File: config.mk
export PLATFORM = sky130hd
export DESIGN_NAME = sse_start_element
export DESIGN_NICKNAME = d
export VERILOG_FILES = /design/src/rtl/sse_pkg.sv /design/src/rtl/sse_start_element.sv
export VERILOG_INCLUDE_DIRS = /design/src /design/src/rtl
export SDC_FILE = /design/constraint.sdc
export NUM_CORES = 1
export LEC_CHECK = 0
export BUFFER_PORTS_ARGS = -buffer_cell sky130_fd_sc_hd__buf_2
export CORE_MARGIN = 3
export CORE_UTILIZATION = 44
export DETAILED_ROUTE_END_ITERATION = 7
export HOLD_SLACK_MARGIN = 0.1
export PLACE_DENSITY_LB_ADDON = 0.05
export SYNTH_ARGS = -nofsm -noshare
export SYNTH_HDL_FRONTEND = slang
export SYNTH_SLANG_ARGS = --single-unit
File: constraint.sdc
create_clock -name i_sys_clk -period 2.6 [get_ports i_sys_clk]
set_clock_uncertainty 0.2 [all_clocks]
set_input_delay 0.26 -clock i_sys_clk [delete_from_list [all_inputs] [get_ports i_sys_clk]]
set_output_delay 0.26 -clock i_sys_clk [all_outputs]
set_load 0.005 [all_outputs]
File: src/rtl/sse_defs.svh
// Constant definitions for the safety start element
`ifndef SSE_DEFS_SVH
`define SSE_DEFS_SVH

// ------------------------------------------------------------
// Diagnostic codes
// ------------------------------------------------------------
`define SSE_DG_NO_ENABLE    16'h0000
`define SSE_DG_WAIT_COND    16'h2001
`define SSE_DG_WAIT_RISE    16'h2003
`define SSE_DG_WAIT_FALL    16'h2004
`define SSE_DG_PERMIT       16'h8008
`define SSE_DG_STARTUP_ERR  16'hf00b

// ------------------------------------------------------------
// Register map (word index times four)
// ------------------------------------------------------------
`define SSE_ADDR_CTRL       8'h00
`define SSE_ADDR_STATUS     8'h04
`define SSE_ADDR_IRQ_STAT   8'h08
`define SSE_ADDR_IRQ_MASK   8'h0c
`define SSE_ADDR_DIAG       8'h10

// ------------------------------------------------------------
// Control field positions and reset values
// ------------------------------------------------------------
`define SSE_CTRL_EXT_EN_BIT 0
`define SSE_CTRL_MODE_BIT   1
`define SSE_CTRL_RESET      2'h0

// ------------------------------------------------------------
// Interrupt event bit positions
// ------------------------------------------------------------
`define SSE_EV_PERMIT_ON    0
`define SSE_EV_PERMIT_OFF   1
`define SSE_EV_FAULT        2
`define SSE_EV_WIDTH        3

`endif

File: src/rtl/sse_pkg.sv
// Type package for the safety start element
package sse_pkg;

  // Main sequencer states
  typedef enum logic [2:0]
  {
    SSE_ST_OFF   = 3'b000,
    SSE_ST_ENTRY = 3'b001,
    SSE_ST_WAIT  = 3'b010,
    SSE_ST_ARMED = 3'b011,
    SSE_ST_RUN   = 3'b100,
    SSE_ST_FAULT = 3'b101
  } sse_state_t;

  // Start mode selection
  typedef enum logic
  {
    SSE_MODE_MANUAL     = 1'b0,
    SSE_MODE_CONTROLLED = 1'b1
  } sse_mode_t;

endpackage

File: src/rtl/sse_start_element.sv
// Safety start element with register port and interrupt
//
// The plain strobed port and the placing of the registers were left to the implementer.
`timescale 1ns/1ps
`include "sse_defs.svh"

module sse_start_element
  import sse_pkg::*;
(
  input  wire logic        i_sys_clk,                // System clock, 125 MHz
  input  wire logic        i_rstn,                   // Asynchronous reset, active low
  input  wire logic        i_start_condition_input,  // Start condition pin
  input  wire logic        i_start_trigger_input,    // Start trigger (reset button) pin
  input  wire logic        i_block_enable_input,     // External block enable pin
  input  wire logic [7:0]  i_addr,                   // Register byte address
  input  wire logic [31:0] i_wdata,                  // Register write data
  input  wire logic        i_wr,                     // Write strobe
  input  wire logic        i_rd,                     // Read strobe
  output logic      [31:0] o_rdata,                  // Read data, cycle after strobe
  output logic             o_start_permit_output,    // Start permit
  output logic             o_fault_flag_output,      // Fault flag
  output logic      [31:0] o_diagnostic_output,      // Diagnostic double word
  output logic             o_irq                     // Level interrupt
);

  // ------------------------------------------------------------
  // Input synchronisers
  // ------------------------------------------------------------
  logic [2:0] sync_a;      // First stage, read only by second
  logic [2:0] sync_b;      // Second stage, usable level
  logic       trig_q;      // Previous trigger level for edge detect

  // Pins are asynchronous to the system clock, so two stages each
  always_ff @(posedge i_sys_clk or negedge i_rstn)
  begin
    if (!i_rstn)
    begin
      sync_a <= 3'h0;
      sync_b <= 3'h0;
    end
    else
    begin
      sync_a <= {i_block_enable_input, i_start_trigger_input, i_start_condition_input};
      sync_b <= sync_a;
    end
  end

  wire cond_s = sync_b[0];   // Synchronised start condition
  wire trig_s = sync_b[1];   // Synchronised start trigger
  wire en_pin = sync_b[2];   // Synchronised external enable

  // Trigger history for edge detection
  always_ff @(posedge i_sys_clk or negedge i_rstn)
  begin
    if (!i_rstn)
      trig_q <= 1'b0;
    else
      trig_q <= trig_s;
  end

  // ------------------------------------------------------------
  // Start-up settle
  // ------------------------------------------------------------
  logic [1:0] settle;      // Fills with ones while the synchronisers load

  // The startup check must judge real pin levels, not the cleared stages,
  // so the block stays off until both synchroniser stages hold pin values
  always_ff @(posedge i_sys_clk or negedge i_rstn)
  begin
    if (!i_rstn)
      settle <= '0;
    else
      settle <= {settle[0], 1'h1};
  end

  wire pins_ok = settle[1]; // Both synchroniser stages carry pin levels

  // ------------------------------------------------------------
  // Control register
  // ------------------------------------------------------------
  logic [1:0] ctrl;        // Bit0 external enable required, bit1 mode

  wire       wr_ctrl  = i_wr && (i_addr == `SSE_ADDR_CTRL);
  wire       wr_mask  = i_wr && (i_addr == `SSE_ADDR_IRQ_MASK);
  wire       rd_stat  = i_rd && (i_addr == `SSE_ADDR_IRQ_STAT);
  wire       ext_req  = ctrl[`SSE_CTRL_EXT_EN_BIT];
  wire       mode_bit = ctrl[`SSE_CTRL_MODE_BIT];
  wire       mode_ctl = (sse_mode_t'(mode_bit) == SSE_MODE_CONTROLLED);

  // Reset value selects no external enable and manual start
  always_ff @(posedge i_sys_clk or negedge i_rstn)
  begin
    if (!i_rstn)
      ctrl <= `SSE_CTRL_RESET;
    else if (wr_ctrl)
      ctrl <= i_wdata[1:0];
  end

  // ------------------------------------------------------------
  // Sequencer
  // ------------------------------------------------------------
  sse_state_t state;       // Current state
  sse_state_t next_state;  // Next state

  // Without the external enable setting the block is always active
  // Held off after reset until the pin pipeline is filled
  wire active    = pins_ok && (!ext_req || en_pin);
  wire rise      = trig_s && !trig_q;
  wire fall      = !trig_s && trig_q;
  wire start_cmd = mode_ctl ? fall : rise;

  // Next state decode
  always_comb
  begin
    next_state = state;
    case (state)
      SSE_ST_OFF:
      begin
        if (active)
          next_state = SSE_ST_ENTRY;
      end
      SSE_ST_ENTRY:
      begin
        // Inputs already closed when enabled block an automatic start
        if (cond_s && trig_s)
          next_state = SSE_ST_FAULT;
        else if (cond_s)
          next_state = SSE_ST_ARMED;
        else
          next_state = SSE_ST_WAIT;
      end
      SSE_ST_WAIT:
      begin
        // Edges seen here are discarded: condition not yet present
        if (cond_s)
          next_state = SSE_ST_ARMED;
      end
      SSE_ST_ARMED:
      begin
        if (!cond_s)
          next_state = SSE_ST_WAIT;
        else if (start_cmd)
          next_state = SSE_ST_RUN;
      end
      SSE_ST_RUN:
      begin
        if (!cond_s)
          next_state = SSE_ST_WAIT;
      end
      SSE_ST_FAULT:
      begin
        if (!cond_s && !trig_s)
          next_state = SSE_ST_WAIT;
      end
      default:
        next_state = SSE_ST_OFF;
    endcase
    // Dropping the enable overrides everything
    if (!active)
      next_state = SSE_ST_OFF;
  end

  // State register
  always_ff @(posedge i_sys_clk or negedge i_rstn)
  begin
    if (!i_rstn)
      state <= SSE_ST_OFF;
    else
      state <= next_state;
  end

  // ------------------------------------------------------------
  // Outputs derived from the next state, registered
  // ------------------------------------------------------------
  logic [15:0] next_diag;  // Diagnostic code for next state
  wire         next_permit = (next_state == SSE_ST_RUN);
  wire         next_fault  = (next_state == SSE_ST_FAULT);

  // Diagnostic code selection
  always_comb
  begin
    case (next_state)
      SSE_ST_OFF:   next_diag = `SSE_DG_NO_ENABLE;
      SSE_ST_ENTRY: next_diag = `SSE_DG_WAIT_COND;
      SSE_ST_WAIT:  next_diag = `SSE_DG_WAIT_COND;
      SSE_ST_ARMED: next_diag = mode_ctl ? `SSE_DG_WAIT_FALL : `SSE_DG_WAIT_RISE;
      SSE_ST_RUN:   next_diag = `SSE_DG_PERMIT;
      SSE_ST_FAULT: next_diag = `SSE_DG_STARTUP_ERR;
      default:      next_diag = `SSE_DG_NO_ENABLE;
    endcase
  end

  // Output flops keep outputs glitch free
  always_ff @(posedge i_sys_clk or negedge i_rstn)
  begin
    if (!i_rstn)
    begin
      o_start_permit_output <= 1'b0;
      o_fault_flag_output   <= 1'b0;
      o_diagnostic_output   <= 32'h0;
    end
    else
    begin
      o_start_permit_output <= next_permit;
      o_fault_flag_output   <= next_fault;
      o_diagnostic_output   <= {16'h0, next_diag};
    end
  end

  // ------------------------------------------------------------
  // Interrupt status and mask
  // ------------------------------------------------------------
  logic [`SSE_EV_WIDTH-1:0] irq_stat;  // Sticky event bits
  logic [`SSE_EV_WIDTH-1:0] irq_mask;  // Enable per event
  wire  [`SSE_EV_WIDTH-1:0] events;    // One-cycle event pulses

  assign events[`SSE_EV_PERMIT_ON]  = next_permit && !o_start_permit_output;
  assign events[`SSE_EV_PERMIT_OFF] = !next_permit && o_start_permit_output;
  assign events[`SSE_EV_FAULT]      = next_fault && !o_fault_flag_output;

  // Per-bit sticky status; a new event wins over the read clear
  genvar gi;
  generate
    for (gi = 0; gi < `SSE_EV_WIDTH; gi = gi + 1)
    begin : g_irq
      always_ff @(posedge i_sys_clk or negedge i_rstn)
      begin
        if (!i_rstn)
          irq_stat[gi] <= 1'b0;
        else if (events[gi])
          irq_stat[gi] <= 1'b1;
        else if (rd_stat)
          irq_stat[gi] <= 1'b0;
      end
    end
  endgenerate

  // Mask register
  always_ff @(posedge i_sys_clk or negedge i_rstn)
  begin
    if (!i_rstn)
      irq_mask <= '0;
    else if (wr_mask)
      irq_mask <= i_wdata[`SSE_EV_WIDTH-1:0];
  end

  // Interrupt level registered from the next status
  wire [`SSE_EV_WIDTH-1:0] next_stat = events | (rd_stat ? '0 : irq_stat);

  always_ff @(posedge i_sys_clk or negedge i_rstn)
  begin
    if (!i_rstn)
      o_irq <= 1'b0;
    else
      o_irq <= |(next_stat & irq_mask);
  end

  // ------------------------------------------------------------
  // Read path
  // ------------------------------------------------------------
  logic [31:0] rd_mux;     // Selected read word

  // Unmapped addresses read zero
  always_comb
  begin
    case (i_addr)
      `SSE_ADDR_CTRL:     rd_mux = {30'h0, ctrl};
      `SSE_ADDR_STATUS:   rd_mux = {23'h0, state, active, o_fault_flag_output,
                                    o_start_permit_output, trig_s, cond_s, en_pin};
      `SSE_ADDR_IRQ_STAT: rd_mux = {29'h0, irq_stat};
      `SSE_ADDR_IRQ_MASK: rd_mux = {29'h0, irq_mask};
      `SSE_ADDR_DIAG:     rd_mux = o_diagnostic_output;
      default:            rd_mux = 32'h0;
    endcase
  end

  // Read data valid the cycle after the strobe only
  always_ff @(posedge i_sys_clk or negedge i_rstn)
  begin
    if (!i_rstn)
      o_rdata <= 32'h0;
    else if (i_rd)
      o_rdata <= rd_mux;
    else
      o_rdata <= 32'h0;
  end

endmodule

== Word level (Yosys, flattened, before mapping) ==
Cells that the tools add are included.
W data, S select, Z words.
Word-level totals
  logic and storage cells: 76
  output and inout port bits: 67
  input port bits: 47
  register bits: 71
Cells by class
  reductions and logical operators: 26
  multiplexer cells: 19
  bitwise gates (word level): 2
  equal/unequal tests: 14
Operators by type and width (count)
  $pmux W16 S5: 1
  $pmux W16 S4: 1
  $mux W3: 9
  $pmux W3 S6: 1
  $eq A8 B4 Y1 const B: 2
  $mux W16: 1
  $eq A3 B2 Y1 const B: 4
  $eq A3 B3 Y1 const B: 4
  $logic_and A1 B1 Y1: 11
  $eq A8 B3 Y1 const B: 1
  $eq A8 B5 Y1 const B: 1
  $logic_not A8 Y1: 1
  $logic_not A1 Y1: 7
  $eq A3 B1 Y1 const B: 2
  $mux W1: 6
  $reduce_bool A2 Y1: 3
  $and A3 B3 Y3: 1
  $logic_not A3 Y1: 1
  $or A3 B3 Y3: 1
  $reduce_or A3 Y1: 1
  $reduce_or A2 Y1: 1
  $logic_or A1 B1 Y1: 1

== Longest topological paths before layout ==
Gate-level depths: netlist of run 1.
  depth in word-level cells: 13
  mapped depth: 6

== Least setup slack after synthesis of run 1 ==
Ideal clock, no wire load.
  path kind: in2reg
  from: input port i_addr[1]
  to: register o_irq
  stages: 5
  arrival time: 1.628 ns
  required time: 2.274 ns
  slack: 0.646 ns
  buffers on the path: 0
  cell sequence: or4_4 -> nor4_4 -> nor2b_1 -> a31o_2 -> a221o_1
On the way
  longest elaborated chain between the ends: 6
Ends and longest elaborated chain
  start, declared: line sse_start_element.sv:15  | input wire logic [7:0] i_addr,
  $eq A8 B4 Y1
  $logic_and A1 B1 Y1: line sse_start_element.sv:85  | wire rd_stat = i_rd && (i_addr == `SSE_ADDR_IRQ_STAT);
  $mux W3: line sse_start_element.sv:248  | wire [`SSE_EV_WIDTH-1:0] next_stat = events | (rd_stat ? '0 : irq_stat);
  $or A3 B3 Y3: line sse_start_element.sv:248
  $and A3 B3 Y3: line sse_start_element.sv:255  | o_irq <= |(next_stat & irq_mask);
  $reduce_or A3 Y1: line sse_start_element.sv:255
  end signal, assigned: line sse_start_element.sv:255
  end, declared: line sse_start_element.sv:23  | output logic o_irq
Every way passes these cells.
A chain may end at the register's enable or synchronous reset.

== Worst setup path after layout of run 1 ==
  from: register sync_b[1]
  to: register o_irq
On the way
  longest elaborated chain between the ends: 13
Ends and longest elaborated chain
  start, declared: line sse_start_element.sv:30  | logic [2:0] sync_b;
  start signal, assigned: line sse_start_element.sv:44  | sync_b <= sync_a;
  $logic_not A1 Y1: line sse_start_element.sv:109, sse_start_element.sv:152
  $logic_and A1 B1 Y1: line sse_start_element.sv:109  | wire fall = !trig_s && trig_q;
  $mux W1: line sse_start_element.sv:110  | wire start_cmd = mode_ctl ? fall : rise;
  $mux W3: line sse_start_element.sv:142  | else if (start_cmd)
  $mux W3: line sse_start_element.sv:140  | if (!cond_s)
  $pmux W3 S6 (*): line sse_start_element.sv:116  | case (state)
  $mux W3 (*): line sse_start_element.sv:159  | if (!active)
  named net next_state[2]: line sse_start_element.sv:103  | sse_state_t next_state;
  $eq A3 B3 Y1: line sse_start_element.sv:176  | wire next_permit = (next_state == SSE_ST_RUN);
  $logic_not A1 Y1: line sse_start_element.sv:218  | assign events[`SSE_EV_PERMIT_OFF] = !next_permit && o_start_permit_output;
  $logic_and A1 B1 Y1: line sse_start_element.sv:218
  $or A3 B3 Y3 (*): line sse_start_element.sv:248
  $and A3 B3 Y3 (*): line sse_start_element.sv:255
  $reduce_or A3 Y1 (*): line sse_start_element.sv:255
Mark *: on every way through the listed nets, which the timed path passes. The rest lies on a longest branch.

==> results.tsv, run 1 <==
metric	value	unit
drv_slew	0	
overflow	0	
grt_pass1_wl	5899	um
ys_types	44	
fin_area	0.002320	sq mm
layout.nets	285	
cp.required	2.57	ns
crit_arrival	2.13	ns
port_buffers	41	
relSlewSlack	41.90	%
routabilityCongestion	0.7426	
htreeDepth	2	
core	0.004444	sq mm
yosysWarnings	0	
first_global_vias	1262	
startpoint_type	flop	
cp_slowest_cell	dfrtp_1	
crit-reg2reg-launch	sync_b[1]$_DFF_PN0_	
ys_seq_area_share	49.85	%
hold_path_class	in2reg	
synth_area_per_cell	10.66	sq um
vias	1351	
antenna_left	0	
fmax	0.4641	GHz
dieArea	0.005535	sq mm
whs_endpoint	o_rdata[13]$_DFF_PN0_	
cts_max_path_buffers	2	
initial_core_util	46.31	%
netlist_area	0.002058	sq mm
worstMarginPinSlew	0.8715	ns
dp_hpwl	2904	um
io_pins	114	
yosysTopAreaCell	dfrtp_1	
drtIter0Drc	42	
die_w	74.40	um
status	completed	
syn_to_final_growth	12.70	%
drive_gt1_share	25.10	%
cts_tree	done	
worstSkewPairLatency	0.30	ns
postPlaceCellArea	0.002116	sq mm
ys_async_sr_fraction	100.0	%
leakagePower	1.223	nW
wl	3794	um
critical-path-max-stage-delay	0.50	ns
cts_num_sinks	41	
rows	24	
synth_top_area_share	49.85	%
vdd_ir_drop_max	0.2913	mV
worst_r2r_path_depth	5	
fin_crit_sh	82.88	%
fin_util	52.20	%
powerDensity	627.6	mW/mm^2
synth.area.top_cells	dfrtp_1 50%, buf_4 17%, mux2_2 2.7%	
drt_first_pass_iters	4	
antenna_found_initial	0	
setup_tns	0	ns
post-route-drc-count	0	
maxCapViolCount	0	
total_power	1.456	mW
cp-end-kind	flop	
diodes	0	
synth_cells	193	
ff2ff_setup_slack	0.45	ns
min_from	i_addr[4]	
critPathKind	reg2reg	
wl_per_cell	13.04	um
r2r-end	o_irq$_DFF_PN0_	
rsz0062_at_grt	no	
root_buffer	clkbuf_8	
postSynth.topFlopCell	dfrtp_1	
period_minus_slack	2.155	ns
path_max_fanout	8	
hold_path_depth	2	
setup_viol	0	
clk_pin_slew	0.07	ns
path_cells	and3b_1 > o32ai_2 > a21oi_1 > a31o_2 > a221o_1	
hold_viol	0	
globalRouteTotalUtil	14.33	%
synth_edf_count	0	
cts_buffers	5	
grt_max_degree	42	
vias_per_cell	4.643	
die_h	74.40	um
cts_resized	0	
whs	0.1360	ns
synth_seq_cells	41	
==> cells in the final DEF (no fill, tap or decap), types with 2 or more instances in the layout <==
master / count
conb_1: 44
dfrtp_1: 41
buf_2: 41
inv_1: 9
nor2_1: 7
dlygate4sd3_1: 7
nand2_1: 6
o21ai_0: 6
nor2b_1: 6
and2_1: 6
a21oi_1: 5
nand3_1: 5
mux2_2: 5
clkbuf_8: 5
nor3b_1: 3
and4_1: 3
a22oi_1: 3
o22ai_1: 2
nand4_1: 2
o32ai_1: 2
and3_1: 2
nor3_1: 2
a22o_1: 2
mux2i_1: 2
bufinv_16: 2
==> how the worst max path moves through the flow <==
stage	from	endpoint	slack (ns)	cells after the start
floorplan	i_addr[1]	o_irq$_DFF_PN0_	0.65	5
global placement	i_addr[1]	o_irq$_DFF_PN0_	0.43	6
detailed placement	i_addr[1]	o_irq$_DFF_PN0_	0.41	6
CTS	sync_b[1]$_DFF_PN0_	o_irq$_DFF_PN0_	0.44	5
global route	sync_b[1]$_DFF_PN0_	o_irq$_DFF_PN0_	0.32	5
finish	sync_b[1]$_DFF_PN0_	o_irq$_DFF_PN0_	0.45	5
==> layer usage <==
| layer | global-route usage [%] | up-vias | wire length [um] |
|---|---|---|---|
| met5 | 0 | - | 0 |
| met4 | 4.743 | 0 | 32 |
| met3 | 4.459 | 4 | 273 |
| met2 | 22.93 | 65 | 1862 |
| met1 | 18.48 | 627 | 1625 |
| li1 | - | 655 | - |
==> state kept, by name, indices dropped and copies added, names as in the netlist <==
register               cells
o_irq                      1
irq_stat                   3
state                      3
trig_q                     1
o_diagnostic_output        6
settle                     2
sync_b                     3
irq_mask                   3
o_rdata                   12
sync_a                     3
o_fault_flag_output        1
o_start_permit_output      1
ctrl                       2
==> Yosys cell counts, drive strengths merged (2+ instances only) <==
| cell | n |
|---|---|
| buf | 46 |
| dfrtp | 41 |
| inv | 9 |
| nor2 | 7 |
| and2 | 6 |
| clkbuf | 6 |
| nand2 | 6 |
| nor2b | 6 |
| o21ai | 6 |
| a21oi | 5 |
| mux2 | 5 |
| nand3 | 5 |
| a22oi | 3 |
| and4 | 3 |
| nor3 | 3 |
| nor3b | 3 |
| o32ai | 3 |
| a22o | 2 |
| and3 | 2 |
| conb | 2 |
| mux2i | 2 |
| nand4 | 2 |
| nor4 | 2 |
| o22ai | 2 |
==> final cells by class <==
type                            count  area, sq um
Multi-Input combinational cell    133        785.8
Clock buffer                        5        68.82
Inverter                            9        33.78
Fill cell                         416         2125
Tap cell                           52        65.06
Sequential cell                    41         1026
Clock inverter                      3        65.06
Timing Repair Buffer               48        275.3
==> per-stage QoR <==
| step | instances | setup WS, ns |
|---|---|---|
| 2_1_floorplan | 235 | 0.6456 |
| 3_3_place_gp | 276 | 0.4345 |
| 3_5_place_dp | 276 | 0.4103 |
| 4_1_cts | 291 | 0.4403 |
| 5_1_grt | 291 | 0.3154 |
| 6_report | 291 | 0.4452 |
==> cells by family after synthesis <==
group / count (synthesis) / synth area share (%)
and+or+nand+nor: 53 / 16.35
DFF: 41 / 49.85
adders and majority gates: 1 / 0.4863
buffers and inverters: 61 / 19.63
AOI/OAI and AO/OA: 28 / 9.606
other: 2 / 0.3649
muxes: 7 / 3.708
==> where the power goes <==
group	switching [mW]	leakage, nW	internal (mW)	total, mW
Clock	0.217	0.0681	0.381	0.598
Combinational	0.0888	0.624	0.0657	0.154
Sequential	0.0308	0.530	0.672	0.703
Total	0.337	1.22	1.12	1.46
==> what timing repair did <==
item	4_1_cts	5_1_grt
hold endpoints to repair	49	0
setup buffers	0	0
hold buffers	7	0
==> worst max-delay path, delay by kind of cell (launching register included) <==
family / cells / cell delay [ns]
AOI/OAI and AO/OA: 4 / 1.08
and+or+nand+nor: 1 / 0.25
DFF: 1 / 0.50
(Power assumes the default switching activity.)
==> run 2: changes to the inputs <==
--- a/config.mk
+++ b/config.mk
@@ -8,7 +8,7 @@
 export LEC_CHECK = 0
 export BUFFER_PORTS_ARGS = -buffer_cell sky130_fd_sc_hd__buf_2
 export CORE_MARGIN = 3
-export CORE_UTILIZATION = 44
+export CORE_UTILIZATION = 40
 export DETAILED_ROUTE_END_ITERATION = 7
 export HOLD_SLACK_MARGIN = 0.1
 export PLACE_DENSITY_LB_ADDON = 0.05
==> constraint.sdc (replaced) <==
create_clock -name i_sys_clk -period 1.73 [get_ports i_sys_clk]
set_clock_uncertainty 0.2 [all_clocks]
set_input_delay 0.173 -clock i_sys_clk [delete_from_list [all_inputs] [get_ports i_sys_clk]]
set_output_delay 0.173 -clock i_sys_clk [all_outputs]
set_load 0.005 [all_outputs]
==> run 2 against run 1 <==
Against the previous run:
- count of clock-buffer cells in the layout is 1 higher
- critical path depth grew 1
- via count is 13% higher
- power up 39%
- cell area up 17%
- utilization rose by 3.5 points
- cell count up 17%
- the flow now finishes with violations (negative setup slack)
- combinational power up 140%
- routed wire length rose by 19%
==> results.tsv, run 2 (synthesized netlist as in run 1, its figures left out) <==
metric	value	unit	change
status	finished with violations		
violations	negative setup slack		
cp.required	1.70	ns	-0.87 ns
initial_core_util	42.45	%	-3.9 points
hold_path_depth	3		+1
setup_slack	-0.2138	ns	-0.6590 ns
multi_input_area	913.4	sq um	+16%
worst_r2r_path_depth	6		+1
routabilityCongestion	0.7457		+0.42%
worstSkewPairLatency	0.29	ns	about the same
drt_first_pass_iters	4		unchanged
reg.largest.list	o_rdata (12), o_diagnostic_output (6)		
fmax	0.5145	GHz	+11%
hold_viol	0		unchanged
path_max_fanout	7		-1
setup_viol	6		+6
period_minus_slack	1.944	ns	-0.2110 ns
cts_tree	done		
vias	1526		+13%
die_h	77.73	um	+4.5%
vdd_ir_drop_max	0.4631	mV	+59%
post-route-drc-count	0		unchanged
total_power	2.020	mW	+39%
port_buffers	41		unchanged
hold_path_class	in2reg		
io_pins	114		unchanged
drive_gt1_share	41.61	%	+17 points
core	0.004848	sq mm	+9.1%
cts_max_path_buffers	2		unchanged
grt_pass1_wl	7079	um	+20%
clkPwrFrac	29.0	%	-12 points
final_common_cell	conb_1		
swShare	26.80	%	+3.7 points
htreeDepth	2		unchanged
syn_to_final_growth	31.31	%	
overflow	0		unchanged
rows	25		+4.2%
grt_max_degree	25		-40%
powerDensity	747.5	mW/mm^2	+19%
vias_per_cell	4.475		-3.6%
antenna_found_initial	0		unchanged
crit_arrival	1.91	ns	-0.22 ns
first_global_vias	1490		+18%
p_int	1.479	mW	+32%
fin_area	0.002703	sq mm	+17%
wl_per_cell	13.18	um	+1.1%
fin_crit_sh	112.4	%	+29 points
dieArea	0.006042	sq mm	+9.2%
cts_num_sinks	41		unchanged
wl	4496	um	+19%
layout.nets	320		+12%
critPathKind	reg2reg		
maxCapViolCount	0		unchanged
cts_buffers	5		unchanged
die_w	77.73	um	+4.5%
p_sw	541.4	uW	+61%
seqCellArea	0.001030	sq mm	+0.37%
antenna_left	0		unchanged
globalRouteTotalUtil	14.79	%	+0.46 points
cp-end-kind	flop		
fin_util	55.74	%	+3.5 points
clk_pin_slew	0.07	ns	about the same
dp_hpwl	3189	um	+9.8%
fillCellCount	448		+7.7%
top_register	o_rdata		
startpoint_type	flop		
root_buffer	clkbuf_8		
postPlaceCellArea	0.002317	sq mm	+9.5%
rsz0062_at_grt	yes		
layout_common_cells	44 x conb_1, 41 x buf_2, 38 x dfrtp_1		
drv_slew	0		unchanged
diodes	0		unchanged
largest_reg_flops	12		unchanged
leakagePower	1.399	nW	+14%
drtIter0Drc	51		+21%
power_frac_seq	52.4	%	+4.1 points
combPwrFrac	18.6	%	+8.0 points
## run 2: cell type report
cell class	instances	share of cell area, %
inverters	9	1.250
well taps	67	3.102
clock inverters	2	0.3704
clock buffers	6	2.685
multi-input cells	133	33.80
repair buffers	83	20.69
flip-flops and latches	41	38.10
## run 2: timing repair
action                                  in CTS  in global routing
endpoints found under the hold margin       53                  0
buffers inserted                             6                  6
gates resized for setup                     18                 11
endpoints found under the setup margin       6                  8
pin swaps                                   13                  7
hold buffers                                 9                  0
## run 2: stage by stage
step	hold slack, ns	setup slack [ns]	TNS (ns)	instances
global route	0.1297	-0.2948	-1.206	341
CTS	0.09468	-0.1894	-0.3637	335
finish	0.1135	-0.2138	-0.5997	341
global placement	-0.07381	-0.2966	-1.917	312
detailed placement	-0.07626	-0.3208	-2.227	312
floorplan	-0.3226	-0.1374	-0.2366	235
## run 2: per-layer routing
metal | up-vias | GRT usage, % | wire length [um]
met4 | 0 | 4.448 | 67
met1 | 729 | 17.35 | 1787
li1 | 731 | - | -
met2 | 60 | 26.11 | 2350
met3 | 6 | 4.060 | 291
met5 | - | 0 | 0
## run 2: worst max-delay path: stages, from the launching register on
cell,delay (ns)
dfrtp_2,0.48
buf_4,0.17
nor3b_4,0.21
o32ai_4,0.14
nor2_2,0.17
o22ai_2,0.10
a221o_1,0.36
## run 2: path summary, 6_finish.rpt
check                           slack (ns)           startpoint                            end
min in group asynchronous             0.15               i_rstn  o_fault_flag_output$_DFF_PN0_
worst min register to register        0.15  sync_a[0]$_DFF_PN0_            sync_b[0]$_DFF_PN0_
max in group asynchronous             0.70               i_rstn             state[2]$_DFF_PN0_
worst max register to register       -0.21   state[1]$_DFF_PN0_                o_irq$_DFF_PN0_
worst min-delay path                  0.11            i_addr[6]        irq_stat[2]$_DFFE_PN0P_
worst max-delay path                 -0.21   state[1]$_DFF_PN0_                o_irq$_DFF_PN0_
## run 2: power by group through the flow
stage	sequential [mW]	combinational, mW	clock [mW]
global route	1.07	0.415	0.653
floorplan	1.06	0.228	0
global placement	1.07	0.281	0
finish	1.06	0.375	0.586
detailed placement	1.07	0.285	0
CTS	1.06	0.324	0.608
